**src/logic/fault_unit_map.vh**
```
/*
 Fault record constants for the protection and structural fault unit.
 Assumes inclusion by bare name from design files under logic/.
*/
`ifndef FAULT_UNIT_MAP_VH
`define FAULT_UNIT_MAP_VH

// Fault type codes
`define FTYPE_PROTECTION 8'h07
`define FTYPE_STRUCTURAL 8'h09
// Protection subtype bit positions
`define SUB_SEG_LENGTH_BIT 1
`define SUB_PAGE_RIGHTS_BIT 2
// Structural subtype codes
`define SUB_CONTROL 8'h01
`define SUB_DISPATCH 8'h02
`define SUB_IPMSG 8'h03
// Fault data field positions
`define PAGE_FIELD_LSB 12
`define SEL_FIELD_LSB 5
// Reset value of record words
`define RECORD_RESET 32'h0000_0000
// Record handshake: cycles from detect to record valid
`define RECORD_LATENCY 1

`endif

```
**src/logic/fault_classify.v**
```verilog
/*
 Fault classifier: turns raw protection and structural conditions into a
 type code, subtype byte and flags, with a fixed priority.
 Assumes all inputs are valid in the same clock cycle.
*/
`timescale 1ns/1ns
`default_nettype none
`include "fault_unit_map.vh"

module fault_classify (
   input wire operand_out_of_bounds,
   input wire selector_too_large,
   input wire page_rights_denied,
   input wire access_write,
   input wire ctrl_structure_bad,
   input wire fault_in_handler_call,
   input wire dispatch_structure_bad,
   input wire ipmsg_structure_bad,
   output reg any_fault,
   output reg is_protection,
   output reg seg_length,
   output reg [7:0] fault_type,
   output reg [7:0] fault_subtype,
   output reg write_access_flag,
   output reg second_fault_flag
);

   // Structural faults win: they leave the process state unusable anyway
   always @* begin
      seg_length = operand_out_of_bounds | selector_too_large;
      any_fault = 1'b0;
      is_protection = 1'b0;
      fault_type = 8'h00;
      fault_subtype = 8'h00;
      write_access_flag = 1'b0;
      second_fault_flag = 1'b0;
      if (ctrl_structure_bad | fault_in_handler_call) begin
         any_fault = 1'b1;
         fault_type = `FTYPE_STRUCTURAL;
         fault_subtype = `SUB_CONTROL;
      end else if (dispatch_structure_bad) begin
         any_fault = 1'b1;
         fault_type = `FTYPE_STRUCTURAL;
         fault_subtype = `SUB_DISPATCH;
      end else if (ipmsg_structure_bad) begin
         any_fault = 1'b1;
         fault_type = `FTYPE_STRUCTURAL;
         fault_subtype = `SUB_IPMSG;
      end else if (seg_length | page_rights_denied) begin
         any_fault = 1'b1;
         is_protection = 1'b1;
         fault_type = `FTYPE_PROTECTION;
         // Both bits may be set together
         fault_subtype[`SUB_SEG_LENGTH_BIT] = seg_length;
         fault_subtype[`SUB_PAGE_RIGHTS_BIT] = page_rights_denied;
         write_access_flag = page_rights_denied & access_write;
      end
   end

endmodule // fault_classify

`default_nettype wire

```
**src/logic/protection_structural_fault_unit.v**
```verilog
/*
 Protection and structural fault unit: detects violations and latches the
 fault record read by the fault handler.
 Assumes the pipeline supplies checks, addresses and instruction pointers
 synchronous to clk, and holds fault_ack until the record is taken.
*/
`timescale 1ns/1ns
`default_nettype none
`include "fault_unit_map.vh"

// Function
// - Protection fault uses type 7; subtype bit 1 segment length, bit 2 page rights.
// - Simultaneous segment-length and page-rights violations set both subtype bits.
// - Operand outside region bounds raises a segment-length fault.
// - Selector beyond last segment table entry raises a segment-length fault.
// - Paged access lacking rights for current mode raises a page-rights fault.
// - Write-access flag set for write, clear for read; second flag unused. The unit sets the flag on page-rights faults only.
// - Upper 20 faulting address bits go to bits 12..31 of data word 0.
// - The two top bits of the stored address are forced to zero.
// - Region selector goes to bits 5..31 of data word 1.
// - Out-of-bounds segment-length fault records the page in the same layout.
// - Oversized selector fault places the selector in data word 1.
// - Protection faults record faulting IP and copy it to saved IP.
// - Protection faults save state allowing re-execution or completion.
// - Instruction is aborted or suspended with partial state, per instruction.
// - Structural faults use type 9; codes 1 control, 2 dispatch, 3 message.
// - Control fault on bad structures blocking fault or interrupt service.
// - Dispatch fault when bad structures block process dispatch.
// - Message fault when bad structures block interprocessor message.
// - Structural faults may come from implicit operations without an instruction.
// - Structural faults leave flags, data and saved IP unused; record IP only.
// - After a structural fault the process state is undefined.
module protection_structural_fault_unit #(
   parameter ADDR_WIDTH = 32,
   parameter SEL_WIDTH = 27
) (
   input wire clk,
   input wire reset,
   input wire check_valid,
   input wire operand_out_of_bounds,
   input wire selector_too_large,
   input wire page_rights_denied,
   input wire access_write,
   input wire [ADDR_WIDTH-1:0] fault_address,
   input wire [SEL_WIDTH-1:0] region_selector,
   input wire [SEL_WIDTH-1:0] used_selector,
   input wire [31:0] instr_ip,
   input wire implicit_op,
   input wire ctrl_structure_bad,
   input wire fault_in_handler_call,
   input wire dispatch_structure_bad,
   input wire ipmsg_structure_bad,
   input wire suspendable_instr,
   input wire [31:0] partial_state,
   input wire fault_ack,
   output reg fault_valid,
   output reg [7:0] fault_type,
   output reg [7:0] fault_subtype,
   output reg write_access_flag,
   output reg second_fault_flag,
   output reg [31:0] fault_data0,
   output reg [31:0] fault_data1,
   output reg [31:0] faulting_ip,
   output reg [31:0] saved_ip,
   output reg instr_abort,
   output reg instr_suspend,
   output reg [31:0] resumption_state,
   output reg resumable,
   output reg state_undefined
);

   // Record handshake states
   localparam S_IDLE = 1'b0;
   localparam S_HELD = 1'b1;

   // Subtype bits each fault class may use; all other bits are reserved
   localparam [7:0] PROT_SUB_MASK =
      (8'h01 << `SUB_SEG_LENGTH_BIT) | (8'h01 << `SUB_PAGE_RIGHTS_BIT);
   localparam [7:0] STRUCT_SUB_MASK = 8'h03; // Codes 1 to 3 fit the two low bits

   reg state;
   wire gated_bounds;
   wire gated_selector;
   wire gated_rights;
   wire any_fault;
   wire is_protection;
   wire seg_length;
   wire [7:0] cls_type;
   wire [7:0] cls_subtype;
   wire cls_write;
   wire cls_second;
   wire take;
   wire prot_take;
   wire struct_take;
   wire [7:0] sub_mask;
   wire [7:0] sub_clean;
   reg [31:0] next_data0;
   reg [31:0] next_data1;
   reg [31:0] next_fault_ip;

   // Data word 0: upper address bits in the page field, top two bits cleared
   function [31:0] page_layout;
      input [ADDR_WIDTH-1:0] addr;
      begin
         page_layout = `RECORD_RESET;
         page_layout[31:`PAGE_FIELD_LSB] = addr[ADDR_WIDTH-1:ADDR_WIDTH-20];
         page_layout[31:30] = 2'b00;
      end
   endfunction

   // Data word 1: a segment selector in the selector field, low bits zero
   function [31:0] selector_layout;
      input [SEL_WIDTH-1:0] sel;
      begin
         selector_layout = `RECORD_RESET;
         selector_layout[31:`SEL_FIELD_LSB] = sel;
      end
   endfunction

   // Protection checks count only in a cycle the pipeline marks valid
   assign gated_bounds = check_valid & operand_out_of_bounds;
   assign gated_selector = check_valid & selector_too_large;
   assign gated_rights = check_valid & page_rights_denied;

   fault_classify u_classify (
      .operand_out_of_bounds(gated_bounds),
      .selector_too_large(gated_selector),
      .page_rights_denied(gated_rights),
      .access_write(access_write),
      .ctrl_structure_bad(ctrl_structure_bad),
      .fault_in_handler_call(fault_in_handler_call),
      .dispatch_structure_bad(dispatch_structure_bad),
      .ipmsg_structure_bad(ipmsg_structure_bad),
      .any_fault(any_fault),
      .is_protection(is_protection),
      .seg_length(seg_length),
      .fault_type(cls_type),
      .fault_subtype(cls_subtype),
      .write_access_flag(cls_write),
      .second_fault_flag(cls_second)
   );

   // Reserved subtype bits outside the class mask are scrubbed to zero, bit by bit
   assign sub_mask = is_protection ? PROT_SUB_MASK : STRUCT_SUB_MASK;
   genvar i;
   generate
      for (i = 0; i < 8; i = i + 1) begin : g_sub_scrub
         assign sub_clean[i] = cls_subtype[i] & sub_mask[i];
      end
   endgenerate

   // A new fault is taken only while no record is held
   assign take = (state == S_IDLE) & any_fault;
   assign prot_take = take & is_protection;
   assign struct_take = take & ~is_protection;

   // Fault data words for protection faults; structural faults leave them zero
   always @* begin
      next_data0 = `RECORD_RESET;
      next_data1 = `RECORD_RESET;
      if (is_protection) begin
         if (gated_rights | gated_bounds) begin
            next_data0 = page_layout(fault_address);
            next_data1 = selector_layout(region_selector);
         end else if (seg_length) begin
            next_data1 = selector_layout(used_selector);
         end
      end
   end

   // Implicit operations belong to no instruction, so their IP reads as zero in a structural record
   always @* begin
      next_fault_ip = instr_ip;
      if (implicit_op) begin
         next_fault_ip = `RECORD_RESET;
      end
   end

   // Record handshake: valid from the take edge up to the acknowledge edge
   always @(posedge clk) begin
      if (reset) begin
         state <= S_IDLE;
         fault_valid <= 1'b0;
      end else begin
         case (state)
            S_IDLE: begin
               if (take) begin
                  state <= S_HELD;
                  fault_valid <= 1'b1;
               end
            end
            S_HELD: begin
               if (fault_ack) begin
                  state <= S_IDLE;
                  fault_valid <= 1'b0;
               end
            end
            default: begin
               state <= S_IDLE;
               fault_valid <= 1'b0;
            end
         endcase
      end
   end

   // Type and subtype, captured only on a take so a held record never changes
   always @(posedge clk) begin
      if (reset) begin
         fault_type <= 8'h00;
         fault_subtype <= 8'h00;
      end else if (take) begin
         fault_type <= cls_type;
         fault_subtype <= sub_clean;
      end
   end

   // Flags belong to page-rights faults; a structural record clears them
   always @(posedge clk) begin
      if (reset) begin
         write_access_flag <= 1'b0;
         second_fault_flag <= 1'b0;
      end else if (prot_take) begin
         write_access_flag <= cls_write;
         second_fault_flag <= cls_second;
      end else if (struct_take) begin
         write_access_flag <= 1'b0;
         second_fault_flag <= 1'b0;
      end
   end

   // Data word 0; the next value is already zero for a structural fault
   always @(posedge clk) begin
      if (reset) begin
         fault_data0 <= `RECORD_RESET;
      end else if (take) begin
         fault_data0 <= next_data0;
      end
   end

   // Data word 1, taken on the same edge as word 0
   always @(posedge clk) begin
      if (reset) begin
         fault_data1 <= `RECORD_RESET;
      end else if (take) begin
         fault_data1 <= next_data1;
      end
   end

   // Faulting instruction pointer, recorded for both fault classes
   always @(posedge clk) begin
      if (reset) begin
         faulting_ip <= `RECORD_RESET;
      end else if (prot_take) begin
         faulting_ip <= instr_ip;
      end else if (struct_take) begin
         faulting_ip <= next_fault_ip;
      end
   end

   // Saved pointer copies the faulting one for protection, unused for structural
   always @(posedge clk) begin
      if (reset) begin
         saved_ip <= `RECORD_RESET;
      end else if (prot_take) begin
         saved_ip <= instr_ip;
      end else if (struct_take) begin
         saved_ip <= `RECORD_RESET;
      end
   end

   // One-cycle abort or suspend pulse; the instruction kind picks which for protection, structural faults always abort
   always @(posedge clk) begin
      if (reset) begin
         instr_abort <= 1'b0;
         instr_suspend <= 1'b0;
      end else begin
         instr_abort <= 1'b0;
         instr_suspend <= 1'b0;
         if (prot_take) begin
            instr_abort <= ~suspendable_instr;
            instr_suspend <= suspendable_instr;
         end else if (struct_take) begin
            instr_abort <= 1'b1;
         end
      end
   end

   // Resumption record and process-state status for the handler's return
   always @(posedge clk) begin
      if (reset) begin
         resumption_state <= `RECORD_RESET;
         resumable <= 1'b0;
         state_undefined <= 1'b0;
      end else if (prot_take) begin
         resumption_state <= suspendable_instr ? partial_state : `RECORD_RESET;
         resumable <= 1'b1;
         state_undefined <= 1'b0;
      end else if (struct_take) begin
         resumption_state <= `RECORD_RESET;
         resumable <= 1'b0;
         state_undefined <= 1'b1;
      end
   end

endmodule // protection_structural_fault_unit

`default_nettype wire

```
**config.mk**
```make
export PLATFORM = sky130hd
export DESIGN_NAME = protection_structural_fault_unit
export DESIGN_NICKNAME = d
export VERILOG_FILES = /design/src/logic/fault_classify.v /design/src/logic/protection_structural_fault_unit.v
export VERILOG_INCLUDE_DIRS = /design/src /design/src/logic
export SDC_FILE = /design/constraint.sdc
export NUM_CORES = 1
export LEC_CHECK = 0
export BUFFER_PORTS_ARGS = -buffer_cell sky130_fd_sc_hd__buf_4
export CAP_MARGIN = 30
export CORE_AREA = 2 2 134 136
export CTS_CLUSTER_SIZE = 12
export DETAILED_ROUTE_END_ITERATION = 7
export DIE_AREA = 0 0 136 138
export PLACE_DENSITY = 0.77
export SYNTH_ARGS = -nofsm -noshare
export SYNTH_HDL_FRONTEND = slang
export SYNTH_SLANG_ARGS = --single-unit
```
**constraint.sdc**
```tcl
create_clock -name clk -period 2.1 [get_ports clk]
set_input_delay 0.42 -clock clk [delete_from_list [all_inputs] [get_ports clk]]
set_output_delay 0.42 -clock clk [all_outputs]
set_load 0.03 [all_outputs]
```
==> flow_summary.json <==
{
  "gr-total-overflow": 0,
  "crit_top_cell": "buf_4",
  "fin_nets": 996,
  "crit_path_end_kind": "flop",
  "yosys_register_bits": 154,
  "synth_top_area_share_pct": 52.4,
  "layout_commonest_cell": "buf_4",
  "dr.first_iter.drc_count": 320,
  "synth_area_per_cell_um2": 10.9,
  "rsz0062_at_grt": "no",
  "finalSetupViolations": 0,
  "seq_area_um2": 3080,
  "drive_gt1_share_pct": 44.4,
  "synthArstFlopShare_pct": 0,
  "yosysTopAreaCell": "dfxtp_1",
  "numCtsBuffers": 17,
  "fp-row-count": 49,
  "r2r-end": "fault_data1[12]",
  "finClkSkew_ns": 0.00662,
  "dp_hpwl_um": 13700,
  "status": "finished clean",
  "avgViaCountPerCell": 5.24,
  "r2r_slack_ns": 0.39,
  "fp.coreArea_um2": 17500,
  "dp_cells": 1042,
  "grt_max_degree": 48,
  "worstHoldStart": "partial_state[24]",
  "p_leak_nw": 4.29,
  "post_cts_buffers": 0,
  "drc": 0,
  "r2r-start": "state",
  "period_share_pct": 86.2,
  "cp.required_ns": 2.41,
  "cp_cell_sequence": "buf_4 -> or4_1 -> buf_4 -> o21ai_0 -> mux2_2",
  "antenna_cells": 0,
  "holdPathEnd": "resumption_state[24]",
  "dpl_cell_area_um2": 8470,
  "die_area_um2": 18800,
  "cap_violations": 0,
  "place_congestion": 0.909,
  "drt_pass1_iterations": 7,
  "grt_pass1_vias": 5430,
  "hp-class": "in -> reg",
  "hold_viol": 0,
  "startpoint_type": "primary input",
  "cp_slowest_stage_delay_ns": 0.64,
  "synth-main-ff-cell": "dfxtp_1",
  "routedWlPerCell_um": 17.9,
  "drtAntennaViolNets": 0,
  "clk_path_buf_depth": 2,
  "layout_min_cycle_time_ns": 1.81,
  "reg2reg_depth": 4,
  "die_h_um": 138,
  "cp_max_fo": 4,
  "drt-total-wl_um": 19200,
  "die_x_um": 136,
  "yosysWarnings": 0,
  "cts_resized": 0,
  "cts_tree": "built",
  "ys_seq_area_share_pct": 52.4,
  "hold_path_depth": 2,
  "numPortBuffers": 303,
  "finalInstanceArea_um2": 9060,
  "p_per_area_nw_per_um2": 761,
  "start_util_pct": 33.6,
  "clkTransAtPathRegs_ns": 0.07,
  "grt_pass1_wl_um": 28800,
  "syn_area_um2": 5890,
  "grt_usage_pct": 19.4,
  "synthCells": 538,
  "synth_edf_count": 0,
  "cts_root_buffer": "clkbuf_16",
  "synth_cell_types": 36,
  "clock_latency_ns": 0.41,
  "cts.htree.levels": 4,
  "fmax_ghz": 0.552,
  "cts-hold-fix-buffers": 0,
  "crit_type": "in -> reg",
  "area_delta_synth_final_pct": 54.0,
  "drv_slew": 0,
  "final_cells": 1074,
  "synthTopCellsByArea": "dfxtp_1 52%, a22o_1 12%, a221o_1 6.5%, nor4b_1 4.8%, buf_4 4.0%",
  "most-common-layout-cells": "325 x buf_4, 154 x dfxtp_1, 83 x a22o_1, 38 x a221o_1, 32 x nor4b_1",
  "dr_total_vias": 5627,
  "io_pins": 347,
  "cts_sinks": 154,
  "worst_ep_arrival_time_ns": 2.12,
  "antenna_found_initial": 0,
  "multi_input_area_um2": 2390,
  "ir_worst_vdd_v": 0.000515,
  "cp_slowest_cell": "or4_1",
  "fill_cells": 1569
}
==> worst max path at each step <==
| stage | endpoint | slack [ns] | startpoint | depth (start not counted) |
|---|---|---|---|---|
| after CTS | fault_subtype[0] | 0.30 | ipmsg_structure_bad | 5 |
| after global routing | fault_subtype[1] | 0.20 | ipmsg_structure_bad | 5 |
| after global placement | fault_subtype[0] | -0.11 | ipmsg_structure_bad | 5 |
| after detailed placement | fault_subtype[0] | -0.16 | ipmsg_structure_bad | 5 |
| after floorplan | fault_data0[12] | 0.04 | ipmsg_structure_bad | 6 |
| final | fault_subtype[0] | 0.29 | ipmsg_structure_bad | 5 |
==> cell families (layout without fill, tap and decap cells) <==
group / count (synthesis) / in the layout / share of synthesized area (%)
multiplexers: 2 / 2 / 0.383
AO/OA/AOI/OAI: 174 / 174 / 25.5
AND/OR/NAND/NOR: 101 / 101 / 12.7
buffers and inverters: 106 / 385 / 8.95
other: 1 / 29 / 0.0637
flip-flops: 154 / 154 / 52.4
==> synthesized netlist by cell type (2+ instances only) <==
master and number:
dfxtp_1 154, a22o_1 83, clkbuf_1 45, a221o_1 38
nor4b_1 32, buf_4 31, and4_1 23, a211o_1 21
inv_1 18, nor4_1 16, o21ai_0 16, nor3_1 12
buf_2 10, a21oi_1 6, nor2_1 6, nor2b_1 3
buf_1 2, mux2_2 2, nor3_2 2, o31a_1 2
==> state kept, by name (all words and copies together), names as in the netlist <==
register and count:
instr_suspend 1, fault_data0 18, instr_abort 1, resumption_state 32, resumable 1, fault_type 3, faulting_ip 32, fault_data1 27
saved_ip 32, fault_subtype 3, fault_valid 1, write_access_flag 1, state 1, state_undefined 1
==> per-layer routing <==
layer / track usage [%] / share of wire [%] / vias to the layer above
met5: 0 / 0 / -
met2: 33.0 / 49 / 254
li1: - / - / 2630
met4: 6.47 / 2.1 / 0
met1: 22.3 / 40 / 2712
met3: 7.26 / 8.9 / 31
==> power breakdown <==
| part | switching [W] | internal [W] | leakage (nW) |
|---|---|---|---|
| Sequential | 0.0000304 | 0.00297 | 1.25 |
| Combinational | 0.000456 | 0.000361 | 2.76 |
| Clock | 0.00135 | 0.00172 | 0.287 |
==> metrics by stage <==
stage          hold WS, ns  setup slack (ns)  TNS (ns)  util (%)  power [W]
2_1_floorplan        0.546            0.0382         0         -    0.00349
3_3_place_gp         0.439            -0.110     -6.05      48.3    0.00387
3_5_place_dp         0.450            -0.159     -6.52      48.3    0.00388
4_1_cts              0.186             0.300         0      51.7    0.00696
5_1_grt              0.184             0.199         0      51.7    0.00714
6_report             0.208             0.290         0      51.7    0.00690
==> critical path: cells and delay by family <==
| kind | cells | cell delay [ns] |
|---|---|---|
| AOI/OAI and AO/OA | 1 | 0.36 |
| buffers and inverters | 2 | 0.32 |
| and+or+nand+nor | 1 | 0.64 |
| muxes | 1 | 0.38 |
==> layout make-up <==
class                           count  share of cell area [%]
Timing Repair Buffer              335                    29.1
Sequential cell                   154                    34.0
Multi-Input combinational cell    306                    26.4
Clock inverter                     14                    1.67
Tap cell                          229                    3.16
Inverter                           18                   0.746
Clock buffer                       18                    4.85
Note: power is estimated with default switching activity, not from simulation.
